--- config.mk ---
export PLATFORM = sky130hd
export DESIGN_NAME = assf_status
export DESIGN_NICKNAME = d
export VERILOG_FILES = /design/src/assf_status.v /design/src/assf_sync.v /design/src/assf_bits.v
export VERILOG_INCLUDE_DIRS = /design/src /design/src/src
export SDC_FILE = /design/constraint.sdc
export NUM_CORES = 1
export LEC_CHECK = 0
export ABC_CLOCK_PERIOD_IN_PS = 3000
export CORE_MARGIN = 2
export CORE_UTILIZATION = 45
export DETAILED_ROUTE_END_ITERATION = 8
export DONT_BUFFER_PORTS = 1
export GPL_TIMING_DRIVEN = 0
export PLACE_DENSITY = 0.6
export SLEW_MARGIN = 10
export SYNTH_ARGS = -nofsm -noshare
export SYNTH_HDL_FRONTEND = slang
export SYNTH_SLANG_ARGS = --single-unit
--- constraint.sdc ---
create_clock -name clk_sys -period 3 [get_ports clk_sys]
set_clock_uncertainty 0.2 [all_clocks]
set_input_delay 0.6 -clock clk_sys [delete_from_list [all_inputs] [get_ports clk_sys]]
set_output_delay 0.6 -clock clk_sys [all_outputs]
set_load 0.03 [all_outputs]
--- src/assf_defines.vh ---
// Constants for the serial status and flag block
// Assumes inclusion by bare name from src/ design files
`ifndef ASSF_DEFINES_VH
`define ASSF_DEFINES_VH
// Register byte addresses on the AXI4-Lite slave
`define ASSF_OFS_CTRL3      4'h0
`define ASSF_OFS_STAT1      4'h4
`define ASSF_OFS_STAT2      4'h8
`define ASSF_OFS_DATA       4'hc
`define ASSF_OFS_CTRL1      5'h10
`define ASSF_OFS_CTRL2      5'h14
// Control 3 field positions
`define ASSF_C3_RX8         7
`define ASSF_C3_TX8         6
`define ASSF_C3_OVR_IE      3
`define ASSF_C3_NOISE_IE    2
`define ASSF_C3_FRAME_IE    1
`define ASSF_C3_PAR_IE      0
// Status 1 field positions
`define ASSF_S1_TXE         7
`define ASSF_S1_TXC         6
`define ASSF_S1_RXF         5
`define ASSF_S1_IDLE        4
`define ASSF_S1_OVR         3
`define ASSF_S1_NOISE       2
`define ASSF_S1_FRAME       1
`define ASSF_S1_PAR         0
// Status 2 and control 1 field positions
`define ASSF_S2_BRK         1
`define ASSF_S2_RXACT       0
`define ASSF_C1_EN          6
`define ASSF_C1_NINE        4
// Reset values
`define ASSF_RST_C3EN       4'h0
`define ASSF_RST_C2         8'h00
`define ASSF_RST_C1         8'h00
// Transmit start latency, in tenths of a transmitter clock
`define ASSF_TX_LAT_TENTHS  15
`endif

--- src/assf_status.v ---
// What this block does
// - Nine-bit mode: capture ninth bit with byte
// - Eight-bit mode: ninth bit copies bit seven
// - Load transmit ninth bit with data byte
// - Reset keeps both ninth-bit fields
// - Four error enables; reset clears them
// - Transmit-empty flag, set on transfer, reset sets
// - Transmit-complete when empty and nothing sent
// - Receive-full flag on buffer move, two-step clear
// - Idle flag on line quiet, two-step clear
// - Idle armed only after a received character
// - Overrun keeps old data, drops new
// - Overrun cleared only if seen at status read
// - Noise flag with enable and two-step clear
// - Framing flag on zero stop bit
// - Parity flag on parity failure
// - Break sets framing, full; clears ninth bit in nine-bit mode only
// - Break clears via status two; rearms on ones
// - Reception-active on start slot, no interrupt
// - Length control picks nine or eight bits
// - Module disable forces empty and complete high
//
// File holds the status/flag core with an AXI4-Lite slave.
// Assumes receiver and transmitter datapaths drive event strobes
// on clk_sys, and that the remote line arrives on pin_rx.
//
// Implementation choices: the placing of the registers and the AXI4-Lite interface to the registers.
`include "assf_defines.vh"
module assf_status
(
    // Clock, reset, enable
    input  wire        clk_sys,
    input  wire        rst,
    input  wire        ce,
    // AXI4-Lite write channels
    input  wire [4:0]  s_axi_awaddr,
    input  wire        s_axi_awvalid,
    output wire        s_axi_awready,
    input  wire [31:0] s_axi_wdata,
    input  wire [3:0]  s_axi_wstrb,
    input  wire        s_axi_wvalid,
    output wire        s_axi_wready,
    output reg  [1:0]  s_axi_bresp,
    output reg         s_axi_bvalid,
    input  wire        s_axi_bready,
    // AXI4-Lite read channels
    input  wire [4:0]  s_axi_araddr,
    input  wire        s_axi_arvalid,
    output wire        s_axi_arready,
    output reg  [31:0] s_axi_rdata,
    output reg  [1:0]  s_axi_rresp,
    output reg         s_axi_rvalid,
    input  wire        s_axi_rready,
    // Receive datapath events
    input  wire        pin_rx,
    input  wire        rx_char_done,
    input  wire [7:0]  rx_char_low,
    input  wire        rx_char_bit8,
    input  wire        rx_noise,
    input  wire        rx_zero_stop,
    input  wire        rx_parity_bad,
    input  wire        rx_break,
    input  wire        rx_idle_char,
    input  wire        rx_start_zero,
    input  wire        rx_false_start,
    input  wire        rx_enable_rise,
    // Transmit datapath
    input  wire        tx_take,
    input  wire        tx_busy,
    output wire        tx_pending,
    output wire [8:0]  tx_shift_word,
    // Interrupts and mode
    output wire        irq_error,
    output wire        irq_tx,
    output wire        irq_rx,
    output wire        nine_bit_mode
);
    // ------------------------------------------------------------
    // State
    // ------------------------------------------------------------
    reg  [7:0] ctrl1;
    reg  [7:0] ctrl2;
    reg  [3:0] err_en;
    reg  [7:0] rx_buf;
    reg  [7:0] tx_buf;
    reg        tx_buf_full;
    reg        txe;
    reg        rxf;
    reg        idle;
    reg        ovr;
    reg        noise;
    reg        frame;
    reg        par;
    reg        brk;
    reg        rx_act;
    reg        idle_armed;
    reg        brk_armed;
    reg  [7:0] s1_seen;
    reg        brk_seen;
    wire       rx_line;
    wire       rx_ninth_bit;
    wire       tx_ninth_bit;
    wire       module_enable;
    wire       txc;
    wire       rx_move;
    wire [7:0] stat1;
    wire [7:0] stat2;
    wire [7:0] ctrl3;

    assign module_enable = ctrl1[`ASSF_C1_EN];
    assign nine_bit_mode = ctrl1[`ASSF_C1_NINE];

    assf_sync u_sync
    (
        .clk_sys (clk_sys),
        .rst     (rst),
        .ce      (ce),
        .pin     (pin_rx),
        .level   (rx_line)
    );

    // ------------------------------------------------------------
    // AXI4-Lite slave
    // ------------------------------------------------------------
    // One outstanding transaction per direction; fixed one-cycle take
    wire wr_go = s_axi_awvalid & s_axi_wvalid & ~s_axi_bvalid;
    wire rd_go = s_axi_arvalid & ~s_axi_rvalid;
    assign s_axi_awready = wr_go;
    assign s_axi_wready  = wr_go;
    assign s_axi_arready = rd_go;

    wire [4:0] wa = s_axi_awaddr;
    wire [4:0] ra = s_axi_araddr;
    wire wr_c1 = wr_go & s_axi_wstrb[0] & (wa == `ASSF_OFS_CTRL1);
    wire wr_c2 = wr_go & s_axi_wstrb[0] & (wa == `ASSF_OFS_CTRL2);
    wire wr_c3 = wr_go & s_axi_wstrb[0] & (wa == {1'b0, `ASSF_OFS_CTRL3});
    wire wr_dr = wr_go & s_axi_wstrb[0] & (wa == {1'b0, `ASSF_OFS_DATA});
    wire wr_map = (wa[1:0] == 2'b00) & (wa <= `ASSF_OFS_CTRL2);
    wire rd_map = (ra[1:0] == 2'b00) & (ra <= `ASSF_OFS_CTRL2);
    wire rd_s1 = rd_go & (ra == {1'b0, `ASSF_OFS_STAT1});
    wire rd_s2 = rd_go & (ra == {1'b0, `ASSF_OFS_STAT2});
    wire rd_dr = rd_go & (ra == {1'b0, `ASSF_OFS_DATA});

    reg [7:0] rd_byte;
    always @*
    begin
        case (ra)
            {1'b0, `ASSF_OFS_CTRL3}: rd_byte = ctrl3;
            {1'b0, `ASSF_OFS_STAT1}: rd_byte = stat1;
            {1'b0, `ASSF_OFS_STAT2}: rd_byte = stat2;
            {1'b0, `ASSF_OFS_DATA}:  rd_byte = rx_buf;
            `ASSF_OFS_CTRL1:         rd_byte = ctrl1;
            `ASSF_OFS_CTRL2:         rd_byte = ctrl2;
            default:                 rd_byte = 8'h00;
        endcase
    end

    always @(posedge clk_sys or posedge rst)
    begin
        if (rst)
        begin
            s_axi_bvalid <= 1'b0;
            s_axi_bresp  <= 2'b00;
            s_axi_rvalid <= 1'b0;
            s_axi_rresp  <= 2'b00;
            s_axi_rdata  <= 32'h0000_0000;
        end
        else if (ce)
        begin
            if (wr_go)
            begin
                s_axi_bvalid <= 1'b1;
                s_axi_bresp  <= wr_map ? 2'b00 : 2'b10;
            end
            else if (s_axi_bready)
                s_axi_bvalid <= 1'b0;
            if (rd_go)
            begin
                s_axi_rvalid <= 1'b1;
                s_axi_rresp  <= rd_map ? 2'b00 : 2'b10;
                s_axi_rdata  <= {24'h00_0000, rd_byte};
            end
            else if (s_axi_rready)
                s_axi_rvalid <= 1'b0;
        end
    end

    // ------------------------------------------------------------
    // Control registers
    // ------------------------------------------------------------
    always @(posedge clk_sys or posedge rst)
    begin
        if (rst)
        begin
            ctrl1  <= `ASSF_RST_C1;
            ctrl2  <= `ASSF_RST_C2;
            err_en <= `ASSF_RST_C3EN;
        end
        else if (ce)
        begin
            if (wr_c1)
                ctrl1 <= s_axi_wdata[7:0];
            if (wr_c2)
                ctrl2 <= s_axi_wdata[7:0];
            if (wr_c3)
                err_en <= s_axi_wdata[3:0];
        end
    end

    // ------------------------------------------------------------
    // Ninth bits
    // ------------------------------------------------------------
    // Break in nine-bit mode forces a zero ninth bit
    wire rx8_val = nine_bit_mode ? (rx_char_bit8 & ~rx_break)
                                 : rx_char_low[7];
    assign rx_move = rx_char_done & ~rxf;

    assf_bits u_bits
    (
        .clk_sys      (clk_sys),
        .ce           (ce),
        .rx_load      (rx_move | (rx_break & nine_bit_mode)),
        .rx_value     (rx8_val),
        .tx_load      (wr_c3),
        .tx_value     (s_axi_wdata[`ASSF_C3_TX8]),
        .rx_ninth_bit (rx_ninth_bit),
        .tx_ninth_bit (tx_ninth_bit)
    );

    assign ctrl3 = {rx_ninth_bit, tx_ninth_bit, 2'b00, err_en};
    // Ninth bit rides with the byte in the same transfer
    assign tx_shift_word = {nine_bit_mode & tx_ninth_bit, tx_buf};
    assign tx_pending    = tx_buf_full;

    // ------------------------------------------------------------
    // Flag-clearing arm: status read remembers which flags it saw
    // ------------------------------------------------------------
    always @(posedge clk_sys or posedge rst)
    begin
        if (rst)
        begin
            s1_seen  <= 8'h00;
            brk_seen <= 1'b0;
        end
        else if (ce)
        begin
            if (rd_s1)
                s1_seen <= stat1;
            else if (rd_dr | wr_dr)
                s1_seen <= 8'h00;
            if (rd_s2)
                brk_seen <= brk;
            else if (rd_dr)
                brk_seen <= 1'b0;
        end
    end
    wire clr_rx = rd_dr;

    // ------------------------------------------------------------
    // Flags; set wins over a same-cycle clear, except brk_armed, where the clear wins, and idle_armed, where rx_enable_rise wins
    // ------------------------------------------------------------
    always @(posedge clk_sys or posedge rst)
    begin
        if (rst)
        begin
            txe         <= 1'b1;
            tx_buf_full <= 1'b0;
            tx_buf      <= 8'h00;
            rx_buf      <= 8'h00;
            rxf         <= 1'b0;
            idle        <= 1'b0;
            ovr         <= 1'b0;
            noise       <= 1'b0;
            frame       <= 1'b0;
            par         <= 1'b0;
            brk         <= 1'b0;
            rx_act      <= 1'b0;
            idle_armed  <= 1'b0;
            brk_armed   <= 1'b1;
        end
        else if (ce)
        begin
            // Transmit side
            if (wr_dr)
            begin
                tx_buf      <= s_axi_wdata[7:0];
                tx_buf_full <= 1'b1;
            end
            else if (tx_take)
                tx_buf_full <= 1'b0;
            if (!module_enable)
                txe <= 1'b1;
            else if (tx_take)
                txe <= 1'b1;
            else if (wr_dr & s1_seen[`ASSF_S1_TXE])
                txe <= 1'b0;
            // Receive buffer and full flag; overrun drops new data
            if (rx_move)
                rx_buf <= rx_char_low;
            if (rx_move | rx_break)
                rxf <= 1'b1;
            else if (clr_rx & s1_seen[`ASSF_S1_RXF])
                rxf <= 1'b0;
            if (rx_char_done & rxf)
                ovr <= 1'b1;
            else if (clr_rx & s1_seen[`ASSF_S1_OVR])
                ovr <= 1'b0;
            // Idle needs a character since enable or last clear
            if (rx_enable_rise)
                idle_armed <= 1'b0;
            else if (rx_move)
                idle_armed <= 1'b1;
            else if (clr_rx & s1_seen[`ASSF_S1_IDLE])
                idle_armed <= 1'b0;
            if (rx_idle_char & idle_armed)
                idle <= 1'b1;
            else if (clr_rx & s1_seen[`ASSF_S1_IDLE])
                idle <= 1'b0;
            if (rx_noise)
                noise <= 1'b1;
            else if (clr_rx & s1_seen[`ASSF_S1_NOISE])
                noise <= 1'b0;
            if (rx_zero_stop | rx_break)
                frame <= 1'b1;
            else if (clr_rx & s1_seen[`ASSF_S1_FRAME])
                frame <= 1'b0;
            if (rx_parity_bad)
                par <= 1'b1;
            else if (clr_rx & s1_seen[`ASSF_S1_PAR])
                par <= 1'b0;
            // Break rearms only once the line shows a one
            if (rx_break & brk_armed)
            begin
                brk       <= 1'b1;
                brk_armed <= 1'b0;
            end
            else
            begin
                if (clr_rx & brk_seen)
                    brk <= 1'b0;
                if (rx_line & ~brk)
                    brk_armed <= 1'b1;
            end
            if (rx_start_zero)
                rx_act <= 1'b1;
            else if (rx_false_start | rx_idle_char)
                rx_act <= 1'b0;
        end
    end

    // ------------------------------------------------------------
    // Derived status and interrupts
    // ------------------------------------------------------------
    // Start latency is the transmitter's; the flag drops on queueing
    assign txc = ~module_enable | (txe & ~tx_busy & ~tx_buf_full);
    assign stat1 = {txe, txc, rxf, idle, ovr, noise, frame, par};
    assign stat2 = {6'h00, brk, rx_act};

    // Neither break nor reception-active feed any interrupt
    assign irq_error = |({ovr, noise, frame, par} & err_en);
    assign irq_tx = module_enable &
                    ((txe & ctrl2[7]) | (txc & ctrl2[6]));
    assign irq_rx = (rxf & ctrl2[5]) | (idle & ctrl2[4]);
endmodule // assf_status

--- src/assf_sync.v ---
// Three-stage synchroniser for a pin input
// Assumes the pin is asynchronous to clk_sys
module assf_sync
(
    // Clock, reset, enable
    input  wire clk_sys,
    input  wire rst,
    input  wire ce,
    // Pin and result
    input  wire pin,
    output reg  level
);
    reg s1;
    reg s2;
    reg s3;
    // A change counts once stages two and three agree
    always @(posedge clk_sys or posedge rst)
    begin
        if (rst)
        begin
            s1    <= 1'b1;
            s2    <= 1'b1;
            s3    <= 1'b1;
            level <= 1'b1;
        end
        else if (ce)
        begin
            s1 <= pin;
            s2 <= s1;
            s3 <= s2;
            if (s2 == s3)
                level <= s3;
        end
    end
endmodule // assf_sync

--- src/assf_bits.v ---
// Ninth-bit holding flops, untouched by reset
// Assumes load strobes are on clk_sys
module assf_bits
(
    // Clock, enable
    input  wire clk_sys,
    input  wire ce,
    // Received ninth bit
    input  wire rx_load,
    input  wire rx_value,
    // Transmit ninth bit
    input  wire tx_load,
    input  wire tx_value,
    output reg  rx_ninth_bit,
    output reg  tx_ninth_bit
);
    // No reset branch: values survive reset
    always @(posedge clk_sys)
    begin
        if (ce)
        begin
            if (rx_load)
                rx_ninth_bit <= rx_value;
            if (tx_load)
                tx_ninth_bit <= tx_value;
        end
    end
endmodule // assf_bits

[Word-level counts from Yosys, hierarchy flattened]
Index checks and enable logic that the tools add are counted.
W data, S select, Z words.
Cells by class
  $lt $le $gt $ge: 2
  eq/ne operators: 10
  muxes and demuxes: 37
  bitwise gates (word level): 53
  reduce and logical (&&, ||, !) cells: 45
Operators by type and width (count)
  $reduce_and A2 Y1: 25
  $pmux W8 S6: 1
  $and A1 B1 Y1: 36
  $mux W1: 32
  $reduce_bool A2 Y1: 14
  $eq A5 B5 Y1 const B: 4
  $mux W8: 2
  $eq A5 B4 Y1 const B: 3
  $le A5 B5 Y1 const B: 2
  $logic_not A5 Y1: 2
  $not A1 Y1: 8
  $or A1 B1 Y1: 8
  $eq A5 B3 Y1 const B: 1
  $and A4 B4 Y4: 1
  $logic_not A2 Y1: 2
  $mux W2: 2
  $reduce_or A4 Y1: 1
  $ne A3 B2 Y1 const B: 1
  $reduce_bool A3 Y1: 1
  $eq A1 B1 Y1: 1
Word-level totals
  flip-flop bits (word level): 77
  output and inout port bits: 55

[Depth between registers and ports, before layout]
  depth after elaboration: 8
  gate-level depth with buffers: 7
  mapped depth without buffers: 4

[Modules after synthesis]
Synthesis repeated with hierarchy kept, for this count alone.
Second synthesis, totals
  cells, all modules: 326
  area, all modules: 3718.6 sq um
Modules (own cells, without submodules)
  assf_status: instances 1, cells an instance 311, area each 3480.8 sq um, seq. area each 1704.1 sq um
  assf_sync: instances 1, cells an instance 11, area each 165.2 sq um, seq. area each 105.1 sq um
  assf_bits: instances 1, cells an instance 4, area each 72.6 sq um, seq. area each 60.1 sq um

[Worst setup path after synthesis]
No wires, ideal clock.
  kind: input to register
  from: input port s_axi_awaddr[1]
  to: register err_en[0]
  library setup time: 0.125 ns
  data arrival time: 1.874 ns
  data required time: 2.675 ns
  setup slack: 0.801 ns
  stages on the path: 4
  path through: or3b_4 or3_4 nor3_4 mux2_2
On the way
  longest elaborated chain between the ends: 3
Ends and longest elaborated chain
  start: declaration: line assf_status.v:36  | input wire [4:0] s_axi_awaddr,
  $logic_not A5 Y1: line assf_status.v:136  | wire wr_c3 = wr_go & s_axi_wstrb[0] & (wa == {1'b0, `ASSF_OFS_CTRL3});
  $and A1 B1 Y1: line assf_status.v:136
  $reduce_and A2 Y1 (no line)
  end signal: assignment: line assf_status.v:197  | err_en <= `ASSF_RST_C3EN;
  end signal: assignment: line assf_status.v:206  | err_en <= s_axi_wdata[3:0];
  end: declaration: line assf_status.v:83  | reg [3:0] err_en;
Every way passes these cells.
A chain may end at the register's enable or synchronous reset.

[Final worst setup path]
  from: register tx_buf_full, in the netlist tx_pending
  to: output port irq_tx
On the way
  longest elaborated chain between the ends: 6
Ends and longest elaborated chain
  start: declaration: line assf_status.v:86  | reg tx_buf_full;
  start signal: assignment: line assf_status.v:267  | tx_buf_full <= 1'b0;
  start signal: assignment: line assf_status.v:287  | tx_buf_full <= 1'b1;
  start signal: assignment: line assf_status.v:290  | tx_buf_full <= 1'b0;
  $not A1 Y1: line assf_status.v:355  | assign txc = ~module_enable | (txe & ~tx_busy & ~tx_buf_full);
  $and A1 B1 Y1: line assf_status.v:355
  $or A1 B1 Y1: line assf_status.v:355
  $and A1 B1 Y1: line assf_status.v:362  | ((txe & ctrl2[7]) | (txc & ctrl2[6]));
  $or A1 B1 Y1: line assf_status.v:362
  $and A1 B1 Y1: line assf_status.v:361  | assign irq_tx = module_enable &
  end: declaration: line assf_status.v:74  | output wire irq_tx,
Every way passes these cells.

==> out/metrics.cfg <==
[outcome]
status=finished, final reports clean

[timing]
rsz0062_at_grt=false
hold_violations=0
worst_slew_pin_slew_ps=744
worst_slack_ps=527
max_freq_mhz=404
period_minus_slack_ps=2470
setup_viol=0
fin_crit_sh_pct=82.4
drv_slew=0
slew_headroom_pct=50.3

[logic_synthesis]
synth_edf_count=2
seq_area_frac_synth_pct=51.1
synth_area_per_cell_um2=11.5
yosys_warnings=0
synth-main-ff-cell=dfrtp_1
netlist_area_mm2=0.00366
synth.distinct_cells=52
async_flop_share_pct=97.3
ys_ff_latch=74
syn_inst=318

[layout]
n_fill_cell=712
diodes=0
register_area_mm2=0.00187
multiInputGateArea_mm2=0.00158
area_delta_synth_final_pct=12.5
drive_above_1_share_pct=30.2
final_core_util_pct=52.7
fin_nets=431

[critical_path]
startpoint_type=register
cp_max_fo=3
critPathRequiredTime_ps=2200
rr_startpoint=s_axi_rvalid$_DFFE_PP0P_
timing_worst_setup_path_type=reg -> out
reg2reg_setup_slack_ps=710
crit_path_end_kind=output port
worstRegToRegCells=4
worstPathArrival_ps=1670
worstReg2RegEnd=s1_seen[3]$_DFFE_PP0P_

[floorplanning]
rows=32
io_pins=130
fp.dieArea_mm2=0.00887
initial_core_util_pct=46.9
die_h_um=94.2
coreArea_mm2=0.00781
dieWidth_um=94.2

[hold_path]
min_path_cells=1
hold_class=in -> reg
worstHoldEndpoint=brk_armed$_DFFE_PP1P_
min_from=rx_break

[global_routing]
overflow=0
grt_pass1_vias=2598
grt_usage_pct=20.8
antenna_found_initial=0
grt_max_degree=43
grt_pass1_wl_um=13800

[route]
via_per_inst=5.44
drc=0
drt-total-wl_um=8410
vias=2518
drtIter0Drc=150
ant_nets=0
first_pass_iters=6
routedWlPerCell_um=18.2

[clocking]
cts_buffer_depth=2
cts.repair.resized=0
cts_tree=yes
root_buffer=clkbuf_8
cts_sinks=74
h-tree-depth=3
cts_buffers=9
postCtsSetupBuffers=0
clk_latency_ps=350
clk_pin_slew_ps=80

[placement]
portBuffers=0
hpwlAfterDp_um=6420
post-place-ws_ps=594
place_congestion=0.831

[power]
p_leak_nw=2.01
powerDensity_mw_per_mm2=567
ir_drop_mv=0.268

[run]
cap_violations=0

## routing by layer
layer	track usage, %	part of all wire (%)	routed length [um]	vias to the layer above
met4	8.45	2.3	197	0
met1	28.2	43	3640	1223
li1	-	-	-	1157
met5	0	0	0	-
met3	4.90	8.5	714	17
met2	32.1	46	3850	121
## worst max-delay path by stage
stage / endpoint / from / slack (ps) / depth (start not counted)
floorplan: brk$_DFFE_PP0P_ / rst / 390 / 1
global placement: s_axi_rdata[5]$_DFFE_PP0P_ / rst / -440 / 1
global route: irq_tx / tx_pending$_DFFE_PP0P_ / 460 / 3
CTS: irq_tx / tx_pending$_DFFE_PP0P_ / 480 / 3
finish: irq_tx / tx_pending$_DFFE_PP0P_ / 530 / 3
detailed placement: ctrl2[7]$_DFFE_PP0P_ / ce / 590 / 6
## worst max-delay path, stage by stage (launching register included)
cell     delay (ps)
dfrtp_1         510
nor2_1          240
a21oi_1         100
nor2_1          480
## cell usage after synthesis, drive strengths merged (6+ instances only)
cell,instances,area share (%)
a22o,6,1.4
inv,13,1.3
mux2,41,13
dfrtp,66,45
dfstp,6,4.3
nor3,6,1.1
mux2i,11,3.0
nor2,11,1.1
o21ai,12,1.6
buf,32,6.4
nand2,43,4.4
clkbuf,6,0.62
## repair_timing
| action | CTS | global route |
|---|---|---|
| hold buffers | 1 | 0 |
| setup endpoints to repair | 0 | 0 |
| hold endpoints to repair | 30 | 0 |
## layout by cell type, fill, tap and decap left out, drive strengths merged, types with 4 or more instances in the layout
cell	instances
a21oi	5
a22o	6
a22oi	5
a32o	4
and3	4
buf	33
clkbuf	15
clkinv	5
conb	26
dfrtp	66
dfstp	6
inv	14
mux2	41
mux2i	11
nand2	43
nand3	5
nor2	11
nor3	6
o21ai	12
## power by group
part / leakage, nW / total [mW] / switching, mW / internal (mW)
logic: 0.982 / 0.305 / 0.173 / 0.132
registers: 0.924 / 1.25 / 0.126 / 1.12
clock network: 0.104 / 0.783 / 0.392 / 0.391
total: 2.01 / 2.34 / 0.690 / 1.65
## stage by stage
stage	area (um^2)	cells	hold slack [ps]	total power, mW	TNS [ps]
after detailed placement	3910	446	284	1.57	0
after global routing	4120	463	124	2.45	0
after floorplan	3750	343	250	1.50	0
after global placement	3880	445	273	1.56	-29090
final	4120	463	110	2.34	0
after CTS	4120	463	102	2.35	0
## logic make-up (layout without fill, tap and decap cells)
kind of cell / Yosys count / count (layout) / share of synthesized area, %
AOI/OAI and AO/OA: 49 / 49 / 9.74
buffers and inverters: 51 / 69 / 8.37
DFF: 74 / 74 / 51.1
muxes: 54 / 54 / 17.0
other: 1 / 26 / 0.102
and+or+nand+nor: 89 / 89 / 13.8
## registers in the layout, summed over array words and instances, names as in the netlist, 4 cells and up
signal and count:
s_axi_rdata 8, rx_buf 8, ctrl1 8, tx_buf 8, s1_seen 7, ctrl2 8
err_en 4
## area by class of cell
class                           count  area share (%)
Sequential cell                    74            45.4
Multi-Input combinational cell    218            38.3
Buffer                             38            6.26
Tap cell                          102            3.10
Clock buffer                        9            3.01
Clock inverter                      7            1.91
Inverter                           13            1.25
Timing Repair Buffer                2           0.729
No activity file was read; power rests on OpenSTA's default activity.
